==> src/duart_host_bus_control_regs.svh <==
// constants of the host bus control block: register offsets, event bit
// positions, command codes and reset values
// assumes inclusion by bare name from the package, the top module and the
// verification files; the guard keeps repeated inclusion harmless
`ifndef DUART_HOST_BUS_CONTROL_REGS_SVH
`define DUART_HOST_BUS_CONTROL_REGS_SVH

////////////////////////////////////////////////////////////////////////////////
// register offsets on the four select lines
`define OFS_CMD_A      4'h2
`define OFS_HOLD_A     4'h3
`define OFS_IPC        4'h4
`define OFS_MASK       4'h5
`define OFS_CMD_B      4'hA
`define OFS_HOLD_B     4'hB
`define OFS_VEC        4'hC
`define OFS_CT_STOP    4'hF

////////////////////////////////////////////////////////////////////////////////
// positions of the eight interrupt conditions in the pending and mask bytes
`define EVT_TX_A       0
`define EVT_RX_A       1
`define EVT_BRK_A      2
`define EVT_CT         3
`define EVT_TX_B       4
`define EVT_RX_B       5
`define EVT_BRK_B      6
`define EVT_IPC        7

// condition carried by each discrete interrupt pin, pin 0 first
`define DISC_SRC_0     `EVT_CT
`define DISC_SRC_1     `EVT_RX_A
`define DISC_SRC_2     `EVT_RX_B
`define DISC_SRC_3     `EVT_TX_A
`define DISC_SRC_4     `EVT_TX_B

////////////////////////////////////////////////////////////////////////////////
// command field of a command register write
`define CMD_HI         7
`define CMD_LO         4
`define CMD_RST_BRK    4'h5

////////////////////////////////////////////////////////////////////////////////
// reset values
`define RST_MASK       8'h00
`define RST_VEC        8'h0F
`define RST_PEND       8'h00

`endif

==> src/duart_host_bus_control_pkg.sv <==
// types shared by the host bus control block
// assumes the constants header sits in the same folder
package duart_host_bus_control_pkg;
`include "duart_host_bus_control_regs.svh"

   // bus cycle sequencer states
   typedef enum logic [2:0] {
      ST_IDLE,
      ST_LOOKUP,
      ST_ACK,
      ST_PARK,
      ST_IGNORE
   } ctl_state_e;

   // whole state of the top module
   typedef struct packed {
      ctl_state_e st;
      logic [3:0] addr;
      logic       rd;
      logic [7:0] pend;
      logic [7:0] mask;
      logic [7:0] vec;
      logic [7:0] dout;
      logic       dout_oe;
      logic       ack_n;
      logic       ack_oe;
      logic       irq_n;
      logic       irq_oe;
      logic [4:0] disc_n;
      logic [4:0] disc_oe;
      logic       reg_wr;
      logic       reg_rd;
      logic [7:0] wdata;
   } ctl_state_s;

endpackage : duart_host_bus_control_pkg

==> src/sync_bus_if.sv <==
// carrier between the top module and its pin synchroniser
// assumes both ends run on the same clock
interface sync_bus_if #(
   parameter int W = 1
);
   logic [W-1:0] raw;
   logic [W-1:0] cooked;

   modport feed (output raw, input cooked);
   modport sync (input raw, output cooked);
endinterface : sync_bus_if

==> src/duart_host_bus_control.sv <==
// host bus control of a dual serial controller: register select decode,
// data bus drive, transfer acknowledge and interrupt negation by host access
// assumes the rest of the chip runs on REF_CLK_I and answers reads
// combinationally from REG_ADDR_O while REG_RD_O is high

`include "duart_host_bus_control_regs.svh"

////////////////////////////////////////////////////////////////////////////////
// register access, in clock edges after chip select falls at the pin:
//   edges 1 and 2   pin synchroniser
//   edge 3          address and direction taken, side effects applied
//   edge 4          acknowledge low, read data driven
// after chip select rises again:
//   edge 3          acknowledge driven high, data released
//   edge 4          acknowledge floated
// a vector cycle with an enabled interrupt pending skips the lookup cycle and acknowledges at edge 3; with none pending it is not acknowledged
// the two synchroniser edges are latency traded for immunity to a select
// that lands close to the clock edge
module duart_host_bus_control
   import duart_host_bus_control_pkg::*;
(
   input  wire logic       REF_CLK_I,
   input  wire logic       SRST_I,
   // host bus pins, asynchronous to REF_CLK_I
   input  wire logic       CHIP_SEL_N_I,
   input  wire logic       IRQ_ACK_IN_N_I,
   input  wire logic       READ_WRITE_DIR_I,
   input  wire logic [3:0] REG_SELECT_LINES_I,
   input  wire logic [7:0] DATA_I,
   output logic      [7:0] DATA_O,
   output logic            DATA_OE_O,
   output logic            XFER_ACK_N_O,
   output logic            XFER_ACK_N_OE_O,
   output logic            IRQ_OUT_N_O,
   output logic            IRQ_OUT_N_OE_O,
   output logic      [4:0] DISCRETE_IRQ_PINS_O,
   output logic      [4:0] DISCRETE_IRQ_PINS_OE_O,
   // configuration: which discrete pins act as interrupt outputs
   input  wire logic [4:0] DISC_IRQ_EN_I,
   // interrupt condition set pulses from the channels, counter and port
   input  wire logic [7:0] EVT_SET_I,
   // access strobes towards the rest of the chip
   output logic            REG_WR_O,
   output logic            REG_RD_O,
   output logic      [3:0] REG_ADDR_O,
   output logic      [7:0] REG_WDATA_O,
   input  wire logic [7:0] RD_DATA_I,
   // status for the rest of the chip
   output logic      [7:0] IRQ_PEND_O,
   output logic      [7:0] IRQ_MASK_O
);

   ////////////////////////////////////////////////////////////////////////////
   // pin synchronisation

   localparam int PIN_W = 15;

   // positions inside the synchronised bundle
   localparam int CS_BIT   = 14;
   localparam int IACK_BIT = 13;
   localparam int RW_BIT   = 12;
   localparam int ADDR_LSB = 8;

   sync_bus_if #(.W(PIN_W)) pins_if ();

   // the whole pin bundle crosses together; address and data are stable
   // long before chip select is seen low, so no skew issue arises
   assign pins_if.raw = {CHIP_SEL_N_I, IRQ_ACK_IN_N_I, READ_WRITE_DIR_I,
                         REG_SELECT_LINES_I, DATA_I};

   pin_sync #(
      .W       (PIN_W),
      .RST_VAL ({3'h7, 4'h0, 8'h00})
   ) u_pin_sync (
      .clk_i (REF_CLK_I),
      .rst_i (SRST_I),
      .bus   (pins_if.sync)
   );

   logic       cs_s;
   logic       iack_s;
   logic       rw_s;
   logic [3:0] addr_s;
   logic [7:0] data_s;

   // unpack the bundle; data sits in the low byte
   assign cs_s   = pins_if.cooked[CS_BIT];
   assign iack_s = pins_if.cooked[IACK_BIT];
   assign rw_s   = pins_if.cooked[RW_BIT];
   assign addr_s = pins_if.cooked[ADDR_LSB +: 4];
   assign data_s = pins_if.cooked[7:0];

   ////////////////////////////////////////////////////////////////////////////
   // state

   localparam ctl_state_s RST_STATE = '{
      st:      ST_IDLE,
      addr:    4'h0,
      rd:      1'b0,
      pend:    `RST_PEND,
      mask:    `RST_MASK,
      vec:     `RST_VEC,
      dout:    8'h00,
      dout_oe: 1'b0,
      ack_n:   1'b1,
      ack_oe:  1'b0,
      irq_n:   1'b1,
      irq_oe:  1'b0,
      disc_n:  5'h1F,
      disc_oe: 5'h00,
      reg_wr:  1'b0,
      reg_rd:  1'b0,
      wdata:   8'h00
   };

   // registered state and its next value
   ctl_state_s s_q;
   ctl_state_s s_d;
   // one-cycle clear requests raised by the access taken this cycle
   logic [7:0] clr;

   ////////////////////////////////////////////////////////////////////////////
   // next state

   always_comb begin
      s_d        = s_q;
      clr        = 8'h00;
      s_d.reg_wr = 1'b0;
      s_d.reg_rd = 1'b0;

      case (s_q.st)
         // wait for a register cycle or a vector cycle
         ST_IDLE: begin
            if (!cs_s) begin
               s_d.addr = addr_s;
               s_d.rd   = rw_s;
               s_d.st   = ST_LOOKUP;
               if (rw_s) begin
                  s_d.reg_rd = 1'b1;
                  // side effects of reads
                  case (addr_s)
                     `OFS_HOLD_A:  clr[`EVT_RX_A] = 1'b1;
                     `OFS_HOLD_B:  clr[`EVT_RX_B] = 1'b1;
                     `OFS_IPC:     clr[`EVT_IPC]  = 1'b1;
                     `OFS_CT_STOP: clr[`EVT_CT]   = 1'b1;
                     default:      clr = 8'h00;
                  endcase
               end else begin
                  s_d.reg_wr = 1'b1;
                  s_d.wdata  = data_s;
                  // side effects of writes
                  case (addr_s)
                     `OFS_HOLD_A: clr[`EVT_TX_A] = 1'b1;
                     `OFS_HOLD_B: clr[`EVT_TX_B] = 1'b1;
                     `OFS_MASK:   s_d.mask = data_s;
                     `OFS_VEC:    s_d.vec  = data_s;
                     `OFS_CMD_A: begin
                        if (data_s[`CMD_HI:`CMD_LO] == `CMD_RST_BRK) begin
                           clr[`EVT_BRK_A] = 1'b1;
                        end
                     end
                     `OFS_CMD_B: begin
                        if (data_s[`CMD_HI:`CMD_LO] == `CMD_RST_BRK) begin
                           clr[`EVT_BRK_B] = 1'b1;
                        end
                     end
                     default: clr = 8'h00;
                  endcase
               end
            end else if (!iack_s) begin
               // vector only when something enabled is pending
               if (!s_q.irq_n) begin
                  s_d.dout    = s_q.vec;
                  s_d.dout_oe = 1'b1;
                  s_d.ack_n   = 1'b0;
                  s_d.ack_oe  = 1'b1;
                  s_d.st      = ST_ACK;
               end else begin
                  s_d.st = ST_IGNORE;
               end
            end
         end

         // the rest of the chip answers during this cycle
         ST_LOOKUP: begin
            if (s_q.rd) begin
               case (s_q.addr)
                  `OFS_MASK: s_d.dout = s_q.pend;
                  `OFS_VEC:  s_d.dout = s_q.vec;
                  default:   s_d.dout = RD_DATA_I;
               endcase
               s_d.dout_oe = 1'b1;
            end
            // data and acknowledge leave on the same edge
            s_d.ack_n  = 1'b0;
            s_d.ack_oe = 1'b1;
            s_d.st     = ST_ACK;
         end

         // hold until both strobes are high again; a short strobe only
         // delays the release, it cannot cut the acknowledge
         ST_ACK: begin
            if (cs_s && iack_s) begin
               s_d.dout_oe = 1'b0;
               s_d.ack_n   = 1'b1;
               s_d.st      = ST_PARK;
            end
         end

         // one cycle of driven high before letting the line float
         ST_PARK: begin
            s_d.ack_oe = 1'b0;
            s_d.st     = ST_IDLE;
         end

         // unanswered vector cycle, wait for its end
         ST_IGNORE: begin
            if (iack_s) begin
               s_d.st = ST_IDLE;
            end
         end

         default: begin
            s_d = RST_STATE;
         end
      endcase

      // a new event in the clearing cycle survives
      // events arrive as one-cycle pulses, so nothing is lost while idle
      s_d.pend  = (s_q.pend & ~clr) | EVT_SET_I;
      s_d.irq_n = ~|(s_d.pend & s_d.mask);
      s_d.irq_oe = ~s_d.irq_n;

      // discrete pins are pulled low only while their condition is pending
      // pins without enable stay released whatever is pending
      s_d.disc_n[0] = ~(s_d.pend[`DISC_SRC_0] & DISC_IRQ_EN_I[0]);
      s_d.disc_n[1] = ~(s_d.pend[`DISC_SRC_1] & DISC_IRQ_EN_I[1]);
      s_d.disc_n[2] = ~(s_d.pend[`DISC_SRC_2] & DISC_IRQ_EN_I[2]);
      s_d.disc_n[3] = ~(s_d.pend[`DISC_SRC_3] & DISC_IRQ_EN_I[3]);
      s_d.disc_n[4] = ~(s_d.pend[`DISC_SRC_4] & DISC_IRQ_EN_I[4]);
      s_d.disc_oe   = ~s_d.disc_n;
   end

   ////////////////////////////////////////////////////////////////////////////
   // state register

   always_ff @(posedge REF_CLK_I) begin
      if (SRST_I) begin
         s_q <= RST_STATE;
      end else begin
         s_q <= s_d;
      end
   end

   ////////////////////////////////////////////////////////////////////////////
   // outputs, all straight from the state register

   // host data bus and acknowledge
   assign DATA_O                 = s_q.dout;
   assign DATA_OE_O              = s_q.dout_oe;
   assign XFER_ACK_N_O           = s_q.ack_n;
   assign XFER_ACK_N_OE_O        = s_q.ack_oe;

   // interrupt line and discrete pins; open drain, so the level only
   // matters while the enable is high
   assign IRQ_OUT_N_O            = s_q.irq_n;   // open drain: low only with oe
   assign IRQ_OUT_N_OE_O         = s_q.irq_oe;
   assign DISCRETE_IRQ_PINS_O    = s_q.disc_n;
   assign DISCRETE_IRQ_PINS_OE_O = s_q.disc_oe;

   // strobes and captured access towards the rest of the chip
   assign REG_WR_O               = s_q.reg_wr;
   assign REG_RD_O               = s_q.reg_rd;
   assign REG_ADDR_O             = s_q.addr;
   assign REG_WDATA_O            = s_q.wdata;

   // status for the rest of the chip
   assign IRQ_PEND_O             = s_q.pend;
   assign IRQ_MASK_O             = s_q.mask;

endmodule : duart_host_bus_control

==> src/pin_sync.sv <==
// two flip-flop synchroniser for a bundle of asynchronous pins
// assumes a synchronous active-high reset on the same clock
module pin_sync #(
   parameter int           W       = 1,
   parameter logic [W-1:0] RST_VAL = '1
) (
   input  wire logic   clk_i,
   input  wire logic   rst_i,
   sync_bus_if.sync    bus
);
   typedef struct packed {
      logic [W-1:0] meta;
      logic [W-1:0] safe;
   } sync_state_s;

   sync_state_s s_q;
   sync_state_s s_d;

   // first stage feeds only the second stage
   always_comb begin
      s_d      = s_q;
      s_d.meta = bus.raw;
      s_d.safe = s_q.meta;
   end

   // reset to the idle level of the pins
   always_ff @(posedge clk_i) begin
      if (rst_i) begin
         s_q <= '{meta: RST_VAL, safe: RST_VAL};
      end else begin
         s_q <= s_d;
      end
   end

   assign bus.cooked = s_q.safe;
endmodule : pin_sync

==> config.mk <==
export PLATFORM = sky130hd
export DESIGN_NAME = duart_host_bus_control
export DESIGN_NICKNAME = d
export VERILOG_FILES = /design/src/duart_host_bus_control_pkg.sv /design/src/sync_bus_if.sv /design/src/duart_host_bus_control.sv /design/src/pin_sync.sv
export VERILOG_INCLUDE_DIRS = /design/src
export SDC_FILE = /design/constraint.sdc
export NUM_CORES = 1
export LEC_CHECK = 0
export BUFFER_PORTS_ARGS = -buffer_cell sky130_fd_sc_hd__buf_4
export CAP_MARGIN = 0
export CELL_PAD_IN_SITES_DETAIL_PLACEMENT = 1
export CELL_PAD_IN_SITES_GLOBAL_PLACEMENT = 1
export CORE_UTILIZATION = 44
export DETAILED_ROUTE_END_ITERATION = 10
export MAX_ROUTING_LAYER = met4
export PLACE_DENSITY_LB_ADDON = 0.1
export SETUP_SLACK_MARGIN = 0.5
export SLEW_MARGIN = 20
export SYNTH_ARGS = -nofsm -noshare
export SYNTH_HDL_FRONTEND = slang
export SYNTH_SLANG_ARGS = --single-unit
==> constraint.sdc <==
create_clock -name REF_CLK_I -period 3.7 [get_ports REF_CLK_I]
set_input_delay 0.555 -clock REF_CLK_I [delete_from_list [all_inputs] [get_ports REF_CLK_I]]
set_output_delay 0.555 -clock REF_CLK_I [all_outputs]
set_load 0.005 [all_outputs]
==> impl_metrics.json, run 1 <==
{
  "multi_input_area_um2": 1690,
  "yosys-top-cells-area": "dfxtp_1, buf_4, nor2b_1, nor2_1, a22oi_1",
  "finClkSkew_ns": 0.00735,
  "drv_cap": 0,
  "synth-edff-count": 0,
  "cp_top_family": "simple AND/OR/NAND/NOR gates",
  "worstHoldEndpoint": "DISCRETE_IRQ_PINS_O[1]$_SDFF_PP1_",
  "hp-class": "in2reg",
  "port_buffers": 90,
  "dr.first_iter.drc_count": 144,
  "die_area_um2": 9620,
  "vdd_drop_max_v": 0.000207,
  "cts-htree-levels": 3,
  "hold_buffers": 0,
  "num_antenna_cells": 0,
  "synth.distinct_cells": 54,
  "drc": 7,
  "synth_area_leader_cell": "dfxtp_1",
  "drt-wirelength-per-cell_um": 17.2,
  "yosys_warnings": 0,
  "postCtsSetupRepairBufs": 0,
  "r2r_cells": 6,
  "clkPwrFrac_pct": 36.2,
  "clk_path_buf_depth": 2,
  "critPathSlowestCell": "nor2_2",
  "crit_chain": "buf_4 -> or4_4 -> nor2_2 -> o22a_1 -> mux2_2 -> nor2_1",
  "synth.avg_cell_area_um2": 9.39,
  "syn_inst": 433,
  "r2r-start": "s_q[64]$_SDFFE_PP0P_",
  "p_sw_mw": 0.557,
  "tritoncts": "yes",
  "hpwl_um": 7250,
  "rsz0062_at_grt": "false",
  "yosys.area.top_type_share_pct": 46.8,
  "maxClockFrequency_mhz": 386,
  "crit_start": "s_q[64]$_SDFFE_PP0P_",
  "num_rows": 34,
  "hold-path-cell-count": 2,
  "gr-total-overflow": 0,
  "worstPathMaxFanout": 22,
  "post_cts_resized": 0,
  "io_pins": 91,
  "synthesis.nets": 471,
  "synth-seq-area-share_pct": 46.8,
  "totalWireLength_um": 9940,
  "cp.arrival_ns": 2.89,
  "r2r_end": "s_q[37]$_SDFFE_PP0P_",
  "tns_ns": 0,
  "dp.cells": 562,
  "antenna_found_initial": 0,
  "antenna_left": 0,
  "clkTransAtPathRegs_ns": 0.10,
  "insertion_delay_ns": 0.37,
  "finalNonFillerCells": 578,
  "power_mw": 2.15,
  "cts_buffers": 9,
  "num_vias": 3149,
  "status": "complete, but fails checks",
  "p_int_mw": 1.60,
  "pwr-share-comb_pct": 11.9,
  "drive_gt1_share_pct": 26.2,
  "max_stage_delay_ns": 0.52,
  "syn2layout_area_growth_pct": 14.7,
  "grt_first_pass_wirelength_um": 16000,
  "path_class": "reg2reg",
  "power_density_nw_per_um2": 462,
  "fin_crit_sh_pct": 70.0,
  "hold_start": "DISC_IRQ_EN_I[1]",
  "synth_common_cells": "dfxtp_1, nor2_1, buf_4",
  "slew_headroom_pct": 33.1,
  "cellLeakagePower_nw": 1.88,
  "ys.flop_type": "dfxtp_1",
  "finalHoldViolCount": 0,
  "core_area_um2": 8850,
  "critical_path_buf_inv_count": 1,
  "die_w_um": 98.1,
  "power_frac_seq_pct": 51.9,
  "cts_sinks": 95,
  "initial_utilization_pct": 45.9,
  "place_congestion": 0.857,
  "final-seq-area_um2": 1900,
  "first_global_vias": 3069,
  "start_kind": "flop",
  "final_core_util_pct": 52.7,
  "cp-end-kind": "flop",
  "rrSetupSlack_ns": 1.11,
  "synth.most_common_cell": "dfxtp_1",
  "grt_max_degree": 86,
  "async_reset_ff_share_pct": 0,
  "dieHeight_um": 98.1,
  "drtPass1Iterations": 7,
  "clock-root-buffer": "clkbuf_8",
  "tightest_slew_ns": 0.999,
  "worstPathRequired_ns": 4.00,
  "viasPerCell": 5.45,
  "period_needed_ns": 2.59,
  "syn-cell-area_um2": 4060,
  "setup_viol": 0,
  "final_max_slew_viol_count": 0,
  "finalNetCount": 503,
  "grt_use_total_pct": 22.3,
  "n_fill_cell": 1035,
  "swShare_pct": 25.9,
  "failed_checks": "design-rule violations",
  "ys_ff_latch": 95
}
[layout by cell type (no fill, tap or decap), types with 3 or more instances in the layout]
cell       netlist  routed
a211oi_1         9       9
a21oi_1         25      25
a22oi_1         18      18
a2bb2oi_1       12      12
a31oi_1          3       3
a32o_1           5       5
and2_1          13      13
buf_4           46      92
clkbuf_8         0       9
dfxtp_1         95      95
inv_1            3       3
mux2i_1          5       5
nand2_1         10      10
nand2b_1         6       6
nand3_1          3       3
nor2_1          53      53
nor2b_1         39      39
nor3_1           4       4
nor3b_1          5       5
nor4b_1          4       4
nor4bb_1         3       3
o21bai_1         4       4
o2bb2ai_1        3       3
or2_2            8       8
[through the flow]
| step | cell area [um2] | hold slack (ns) | setup slack (ns) |
|---|---|---|---|
| after global placement | 4430 | 0.391 | 1.23 |
| after global routing | 4660 | 0.329 | 0.938 |
| final | 4660 | 0.338 | 1.11 |
| after floorplan | 4060 | 0.389 | 1.75 |
| after detailed placement | 4430 | 0.397 | 1.16 |
| after CTS | 4660 | 0.335 | 1.10 |
[state kept, by name, indices dropped and copies added (netlist names), 4 cells and up]
register                cells
DATA_O                      8
IRQ_MASK_O                  8
u_pin_sync.s_d             15
REG_ADDR_O                  4
IRQ_PEND_O                  8
DISCRETE_IRQ_PINS_O         5
DISCRETE_IRQ_PINS_OE_O      5
u_pin_sync.bus.cooked      15
REG_WDATA_O                 8
s_q                        12
[final cells by class]
class / instances / share of cell area, %
Multi-Input combinational cell: 264 / 36.3
Tap cell: 108 / 2.90
Inverter: 3 / 0.242
Clock inverter: 7 / 2.23
Timing Repair Buffer: 92 / 14.8
Sequential cell: 95 / 40.8
Clock buffer: 9 / 2.66
[power groups by stage]
| stage | Combinational, mW | Clock, mW | Sequential (mW) |
|---|---|---|---|
| floorplan | 0.192 | 0 | 1.12 |
| finish | 0.255 | 0.779 | 1.12 |
| detailed placement | 0.257 | 0 | 1.14 |
| global placement | 0.251 | 0 | 1.14 |
| global route | 0.281 | 0.844 | 1.13 |
| CTS | 0.258 | 0.796 | 1.12 |
[worst reg2reg max path, delay by kind of cell (launching register included)]
family	cells	cell delay, ns
and+or+nand+nor	3	1.11
DFF	1	0.32
buffers and inverters	1	0.20
muxes	1	0.39
AOI/OAI and AO/OA	1	0.51
[cells by family after synthesis]
kind of cell | count (synthesis) | synth area share, %
XOR/XNOR | 1 | 0.216
AND/OR/NAND/NOR | 162 | 22.7
AO/OA/AOI/OAI | 95 | 17.3
buffers and inverters | 74 | 11.5
flip-flops | 95 | 46.8
multiplexers | 6 | 1.51
[worst max path at each step]
stage                                           end  slack, ns  depth (start not counted)
final                          s_q[37]$_SDFFE_PP0P_       1.11                          6
after global routing           s_q[37]$_SDFFE_PP0P_       0.94                          6
after CTS                      s_q[37]$_SDFFE_PP0P_       1.10                          6
after detailed placement       s_q[37]$_SDFFE_PP0P_       1.16                          6
after global placement         s_q[37]$_SDFFE_PP0P_       1.23                          6
after floorplan           IRQ_OUT_N_OE_O$_SDFF_PP0_       1.75                          6
[metal layers]
layer  global-route usage (%)  part of all wire [%]  up-vias
met4                     8.16                   1.6        0
met3                     3.79                   3.9       13
li1                         -                     -     1524
met2                     35.5                    48       69
met5                        -                     0        -
met1                     28.3                    47     1543
(Power assumes the default switching activity.)
==> inputs of run 2 (changes only) <==
- ABC_AREA: default -> 1
- CORE_UTILIZATION: 44 -> 35
- clock period: 3.7 -> 2.2 ns (I/O delays scaled with it)
==> impl_metrics.json, run 2 <==
{
  "status": "complete, but fails checks",
  "failed_checks": "design-rule violations",
  "num_rows": 39,
  "finalNetCount": 648,
  "ys.flop_type": "dfxtp_1",
  "setup_viol": 0,
  "pwr-share-comb_pct": 13.5,
  "initial_utilization_pct": 36.2,
  "clock-root-buffer": "clkbuf_16",
  "slew_headroom_pct": 56.0,
  "antenna_found_initial": 0,
  "synth-edff-count": 0,
  "crit_chain": "inv_2 -> nand2_8 -> nor2_4 -> nor3_2 -> nand2_4 -> a211oi_1 -> nor2_1",
  "final_max_slew_viol_count": 0,
  "place_congestion": 0.915,
  "first_global_vias": 3650,
  "num_vias": 3497,
  "tritoncts": "yes",
  "core_area_um2": 11500,
  "yosys_warnings": 0,
  "start_kind": "flop",
  "power_frac_seq_pct": 45.7,
  "clkPwrFrac_pct": 40.8,
  "hold_start": "DISC_IRQ_EN_I[1]",
  "route.met3.wl_um": 417,
  "cts-htree-levels": 3,
  "cp.arrival_ns": 1.87,
  "num_antenna_cells": 0,
  "p_int_mw": 3.00,
  "dr_wl_met2_um": 5470,
  "maxClockFrequency_mhz": 613,
  "grt_max_degree": 48,
  "period_needed_ns": 1.63,
  "die_w_um": 111,
  "power_density_nw_per_um2": 801,
  "max_stage_delay_ns": 0.43,
  "grt_use_total_pct": 20.0,
  "clk_path_buf_depth": 2,
  "dr.first_iter.drc_count": 149,
  "die_area_um2": 12400,
  "drive_gt1_share_pct": 28.5,
  "fin_crit_sh_pct": 74.2,
  "tightest_slew_ns": 0.659,
  "final-seq-area_um2": 1910,
  "finalHoldViolCount": 0,
  "port_buffers": 90,
  "syn2layout_area_growth_pct": 21.7,
  "yosys-top-cells-area": "dfxtp_1, nand2_1, buf_4, nor2_1, inv_1",
  "yosys.area.top_type_share_pct": 45.6,
  "grt_first_pass_wirelength_um": 18600,
  "gr-total-overflow": 0,
  "syn-cell-area_um2": 4170,
  "crit_start": "s_q[64]$_SDFFE_PP0P_",
  "r2r-start": "s_q[64]$_SDFFE_PP0P_",
  "worstPathRequired_ns": 2.44,
  "clkTransAtPathRegs_ns": 0.07,
  "synth_area_leader_cell": "dfxtp_1",
  "drv_cap": 0,
  "cellLeakagePower_nw": 2.44,
  "hp-class": "in2reg",
  "cts_buffers": 9,
  "multi_input_area_um2": 1640,
  "tns_ns": 0,
  "cts_sinks": 95,
  "worstPathMaxFanout": 9,
  "wirelength_met1_um": 5090,
  "drt-wirelength-per-cell_um": 14.8,
  "holdWs_ns": 0.155,
  "swShare_pct": 26.4,
  "synth.avg_cell_area_um2": 7.48,
  "synth.most_common_cell": "nand2_1",
  "viasPerCell": 4.61,
  "finClkSkew_ns": 0.00758,
  "io_pins": 91,
  "rsz0062_at_grt": "true",
  "final_cell_mix": "nand2_1, buf_4, dfxtp_1",
  "cp-end-kind": "flop",
  "critPathSlowestCell": "dfxtp_2",
  "async_reset_ff_share_pct": 0,
  "drc": 14,
  "synth-seq-area-share_pct": 45.6,
  "insertion_delay_ns": 0.35,
  "drtPass1Iterations": 7,
  "totalWireLength_um": 11200,
  "hold_buffers": 0,
  "p_sw_mw": 1.07,
  "synth_common_cells": "nand2_1, dfxtp_1, nor2_1",
  "layout_commonest_cell": "nand2_1",
  "vdd_drop_max_v": 0.000426,
  "hpwl_um": 8510,
  "dieHeight_um": 111,
  "synth.distinct_cells": 35,
  "synthesis.nets": 596,
  "ys_ff_latch": 95,
  "antenna_left": 0,
  "path_class": "reg2reg",
  "n_fill_cell": 1428,
  "syn_inst": 558,
  "top_layer": "met4"
}
run 2: changes by cell type in the layout (fill, tap and decap cells not counted), sizes merged, moves of 15 or more:
cell   delta
o21ai    +20
a21oi    +15
a22oi    -18
nand3    +18
nor2b    -38
nand2   +130
nor2     +24
inv      +71
run 2: area by class of cell:
| class | count | area share, % |
|---|---|---|
| inverter | 77 | 5.84 |
| clock buffer | 12 | 5.25 |
| sequential | 95 | 37.5 |
| tap | 143 | 3.52 |
| clock inverter | 4 | 1.03 |
| multi-input combinational | 328 | 32.2 |
| timing repair buffer | 99 | 14.6 |
run 2: power groups by stage:
| stage | combinational (mW) | clock (mW) | sequential (mW) |
|---|---|---|---|
| 6_report | 0.551 | 1.66 | 1.86 |
| 5_1_grt | 0.614 | 1.79 | 1.87 |
| 4_1_cts | 0.517 | 1.71 | 1.86 |
| 3_5_place_dp | 0.512 | 0 | 1.89 |
| 3_3_place_gp | 0.500 | 0 | 1.89 |
| 2_1_floorplan | 0.361 | 0 | 1.87 |
run 2: worst paths after layout:
check	to	slack (ns)	cells past startpoint
hold / removal	DISCRETE_IRQ_PINS_O[1]$_SDFF_PP1_	0.16	2
setup reg to reg	DATA_O[3]$_SDFFE_PP0P_	0.57	7
hold reg to reg	u_pin_sync.bus.cooked[5]$_SDFF_PP0_	0.40	2
setup / recovery	DATA_O[3]$_SDFFE_PP0P_	0.57	7
run 2: cells by family (layout without fill, tap and decap cells):
group / after synthesis / in the layout / share of synthesized area [%]
and+or+nand+nor: 256 / 256 / 27.4
buffers and inverters: 135 / 192 / 16.9
AOI/OAI and AO/OA: 72 / 72 / 10.2
DFF: 95 / 95 / 45.6
run 2: critical path: cells and delay by family, from the launching register on:
kind | cells | cell delay [ns]
compound gates | 1 | 0.33
buf+inv | 1 | 0.11
flops | 1 | 0.43
simple gates | 5 | 0.65
run 2: what timing repair did:
action | 4_1_cts | 5_1_grt
gates resized for setup | 4 | 17
pin swaps | 0 | 3
buffers inserted | 0 | 8
setup endpoints to repair | 16 | 20
run 2: metal layers:
layer	track usage (%)	vias up
li1	-	1787
met1	23.4	1642
met2	33.2	52
met3	4.59	16
met4	8.38	0
met5	-	-
run 2: stage by stage:
step	setup slack (ns)	cells	instance area, um2	util, %	total power [mW]
detailed placement	0.318	734	4630	40.2	2.40
global placement	0.357	734	4630	40.2	2.39
global route	0.472	758	5080	44.1	4.27
CTS	0.493	750	4960	43.1	4.08
floorplan	0.806	558	4170	-	2.23
finish	0.568	758	5080	44.1	4.07
==> inputs of run 3 (changes only) <==
- clock period: 2.2 -> 1.35 ns (I/O delays scaled with it)
==> impl_metrics.json, run 3 (synthesis results as in run 2) <==
{
  "status": "complete, but fails checks",
  "failed_checks": "design-rule violations, negative setup slack",
  "cp-end-kind": "flop",
  "worstPathMaxFanout": 7,
  "clkTransAtPathRegs_ns": 0.07,
  "place_area_um2": 5150,
  "io_pins": 91,
  "rrSetupSlack_ns": -0.20,
  "rsz0062_at_grt": "true",
  "worstPathRequired_ns": 1.62,
  "grt_first_pass_wirelength_um": 20900,
  "hp-class": "in2reg",
  "hold-path-cell-count": 2,
  "num_rows": 39,
  "core_area_um2": 11500,
  "port_buffers": 90,
  "n_fill_cell": 1372,
  "dp.cells": 792,
  "final_max_slew_viol_count": 0,
  "fin_crit_sh_pct": 115,
  "vdd_drop_max_v": 0.000503,
  "gr-total-overflow": 0,
  "tightest_slew_ns": 0.460,
  "place_congestion": 0.842,
  "grt_max_degree": 27,
  "drive_gt1_share_pct": 58.0,
  "slew_headroom_pct": 69.2,
  "drt-wirelength-per-cell_um": 15.8,
  "cts_buffers": 9,
  "die_w_um": 111,
  "clk_path_buf_depth": 2,
  "antenna_found_initial": 0,
  "maxClockFrequency_mhz": 644,
  "final_area_um2": 6530,
  "insertion_delay_ns": 0.34,
  "clock-root-buffer": "clkbuf_16",
  "num_vias": 3910,
  "holdWs_ns": 0.0320,
  "drv_cap": 0,
  "finalHoldViolCount": 0,
  "drtPass1Iterations": 7,
  "cellLeakagePower_nw": 3.02,
  "finalNonFillerCells": 838,
  "totalWireLength_um": 13300,
  "die_area_um2": 12400,
  "layout_commonest_cell": "buf_4",
  "setup_viol": 44,
  "dieHeight_um": 111,
  "syn2layout_area_growth_pct": 56.4,
  "pre_cts_ws_ns": -0.268,
  "finalNetCount": 729,
  "final_cell_mix": "buf_4, nand2_1, buf_6",
  "hpwl_um": 9380,
  "cts-htree-levels": 3,
  "r2r_cells": 10,
  "antenna_left": 0,
  "start_kind": "flop",
  "hold_buffers": 0,
  "finClkSkew_ns": 0.00621,
  "path_class": "reg2reg",
  "drc": 18,
  "grt_use_total_pct": 22.3,
  "tritoncts": "yes",
  "num_antenna_cells": 0,
  "initial_utilization_pct": 36.2,
  "first_global_vias": 4186,
  "power_density_nw_per_um2": 1110,
  "period_needed_ns": 1.55,
  "timing.final.ws_setup_ns": -0.202,
  "dr.first_iter.drc_count": 152,
  "cp.arrival_ns": 1.82,
  "viasPerCell": 4.67,
  "cts_sinks": 95
}
[run 3: changes by cell type in the layout (fill, tap and decap cells not counted), sizes merged]
cell / delta
nand2: +1
clkbuf: -1
buf: +80
[run 3: power by group]
group	total [mW]	switching (mW)	leakage (nW)	internal (mW)
Sequential	3.05	0.121	0.801	2.93
Clock	2.68	1.13	0.151	1.55
Combinational	1.51	0.771	2.07	0.736
Total	7.23	2.02	3.02	5.21
[run 3: final timing paths]
path / start / endpoint
worst min register to register: u_pin_sync.s_d[9]$_SDFF_PP0_ / u_pin_sync.bus.cooked[9]$_SDFF_PP0_
worst max-delay path: s_q[62]$_SDFFE_PP0P_ / IRQ_OUT_N_OE_O$_SDFF_PP0_
worst min-delay path: DISC_IRQ_EN_I[0] / DISCRETE_IRQ_PINS_O[0]$_SDFF_PP1_
worst max register to register: s_q[62]$_SDFFE_PP0P_ / IRQ_OUT_N_OE_O$_SDFF_PP0_
[run 3: stage by stage]
step | power, mW | TNS, ns | utilization (%)
4_1_cts | 7.07 | -3.09 | 53.3
3_3_place_gp | 4.11 | -3.04 | 44.7
2_1_floorplan | 3.68 | 0 | -
6_report | 7.23 | -4.05 | 56.7
3_5_place_dp | 4.14 | -4.20 | 44.7
5_1_grt | 7.51 | -7.59 | 56.7
[run 3: final cells by class]
| class | instances | area (um2) | area share, % |
|---|---|---|---|
| repair buffers | 179 | 1660 | 25.4 |
| clock inverters | 4 | 52.6 | 0.805 |
| flip-flops and latches | 95 | 2000 | 30.7 |
| multi-input cells | 329 | 2060 | 31.6 |
| inverters | 77 | 322 | 4.93 |
| clock buffers | 11 | 254 | 3.89 |
| well taps | 143 | 179 | 2.74 |
[run 3: layer usage]
metal,track usage (%),up-vias,routed length [um]
met4,8.83,0,357
met3,2.95,29,368
met1,25.0,1863,5660
met5,-,-,0
met2,40.0,76,6870
li1,-,1942,-
[run 3: worst max-delay path, cell delays in order (launching register included)]
cell and delay (ns):
dfxtp_4 0.37, nor2_4 0.20, nand2_2 0.12, nand3_4 0.14
buf_12 0.15, nand2_2 0.06, nand2_2 0.06, nand3_1 0.09
nand2_2 0.11, nor2_4 0.04, a21oi_1 0.14
[run 3: what timing repair did]
item	4_1_cts	5_1_grt
setup endpoints to repair	118	118
pin swaps	34	44
buffers inserted	14	16
endpoints found under the hold margin	0	0
gates resized for setup	188	81
cloned	1	0
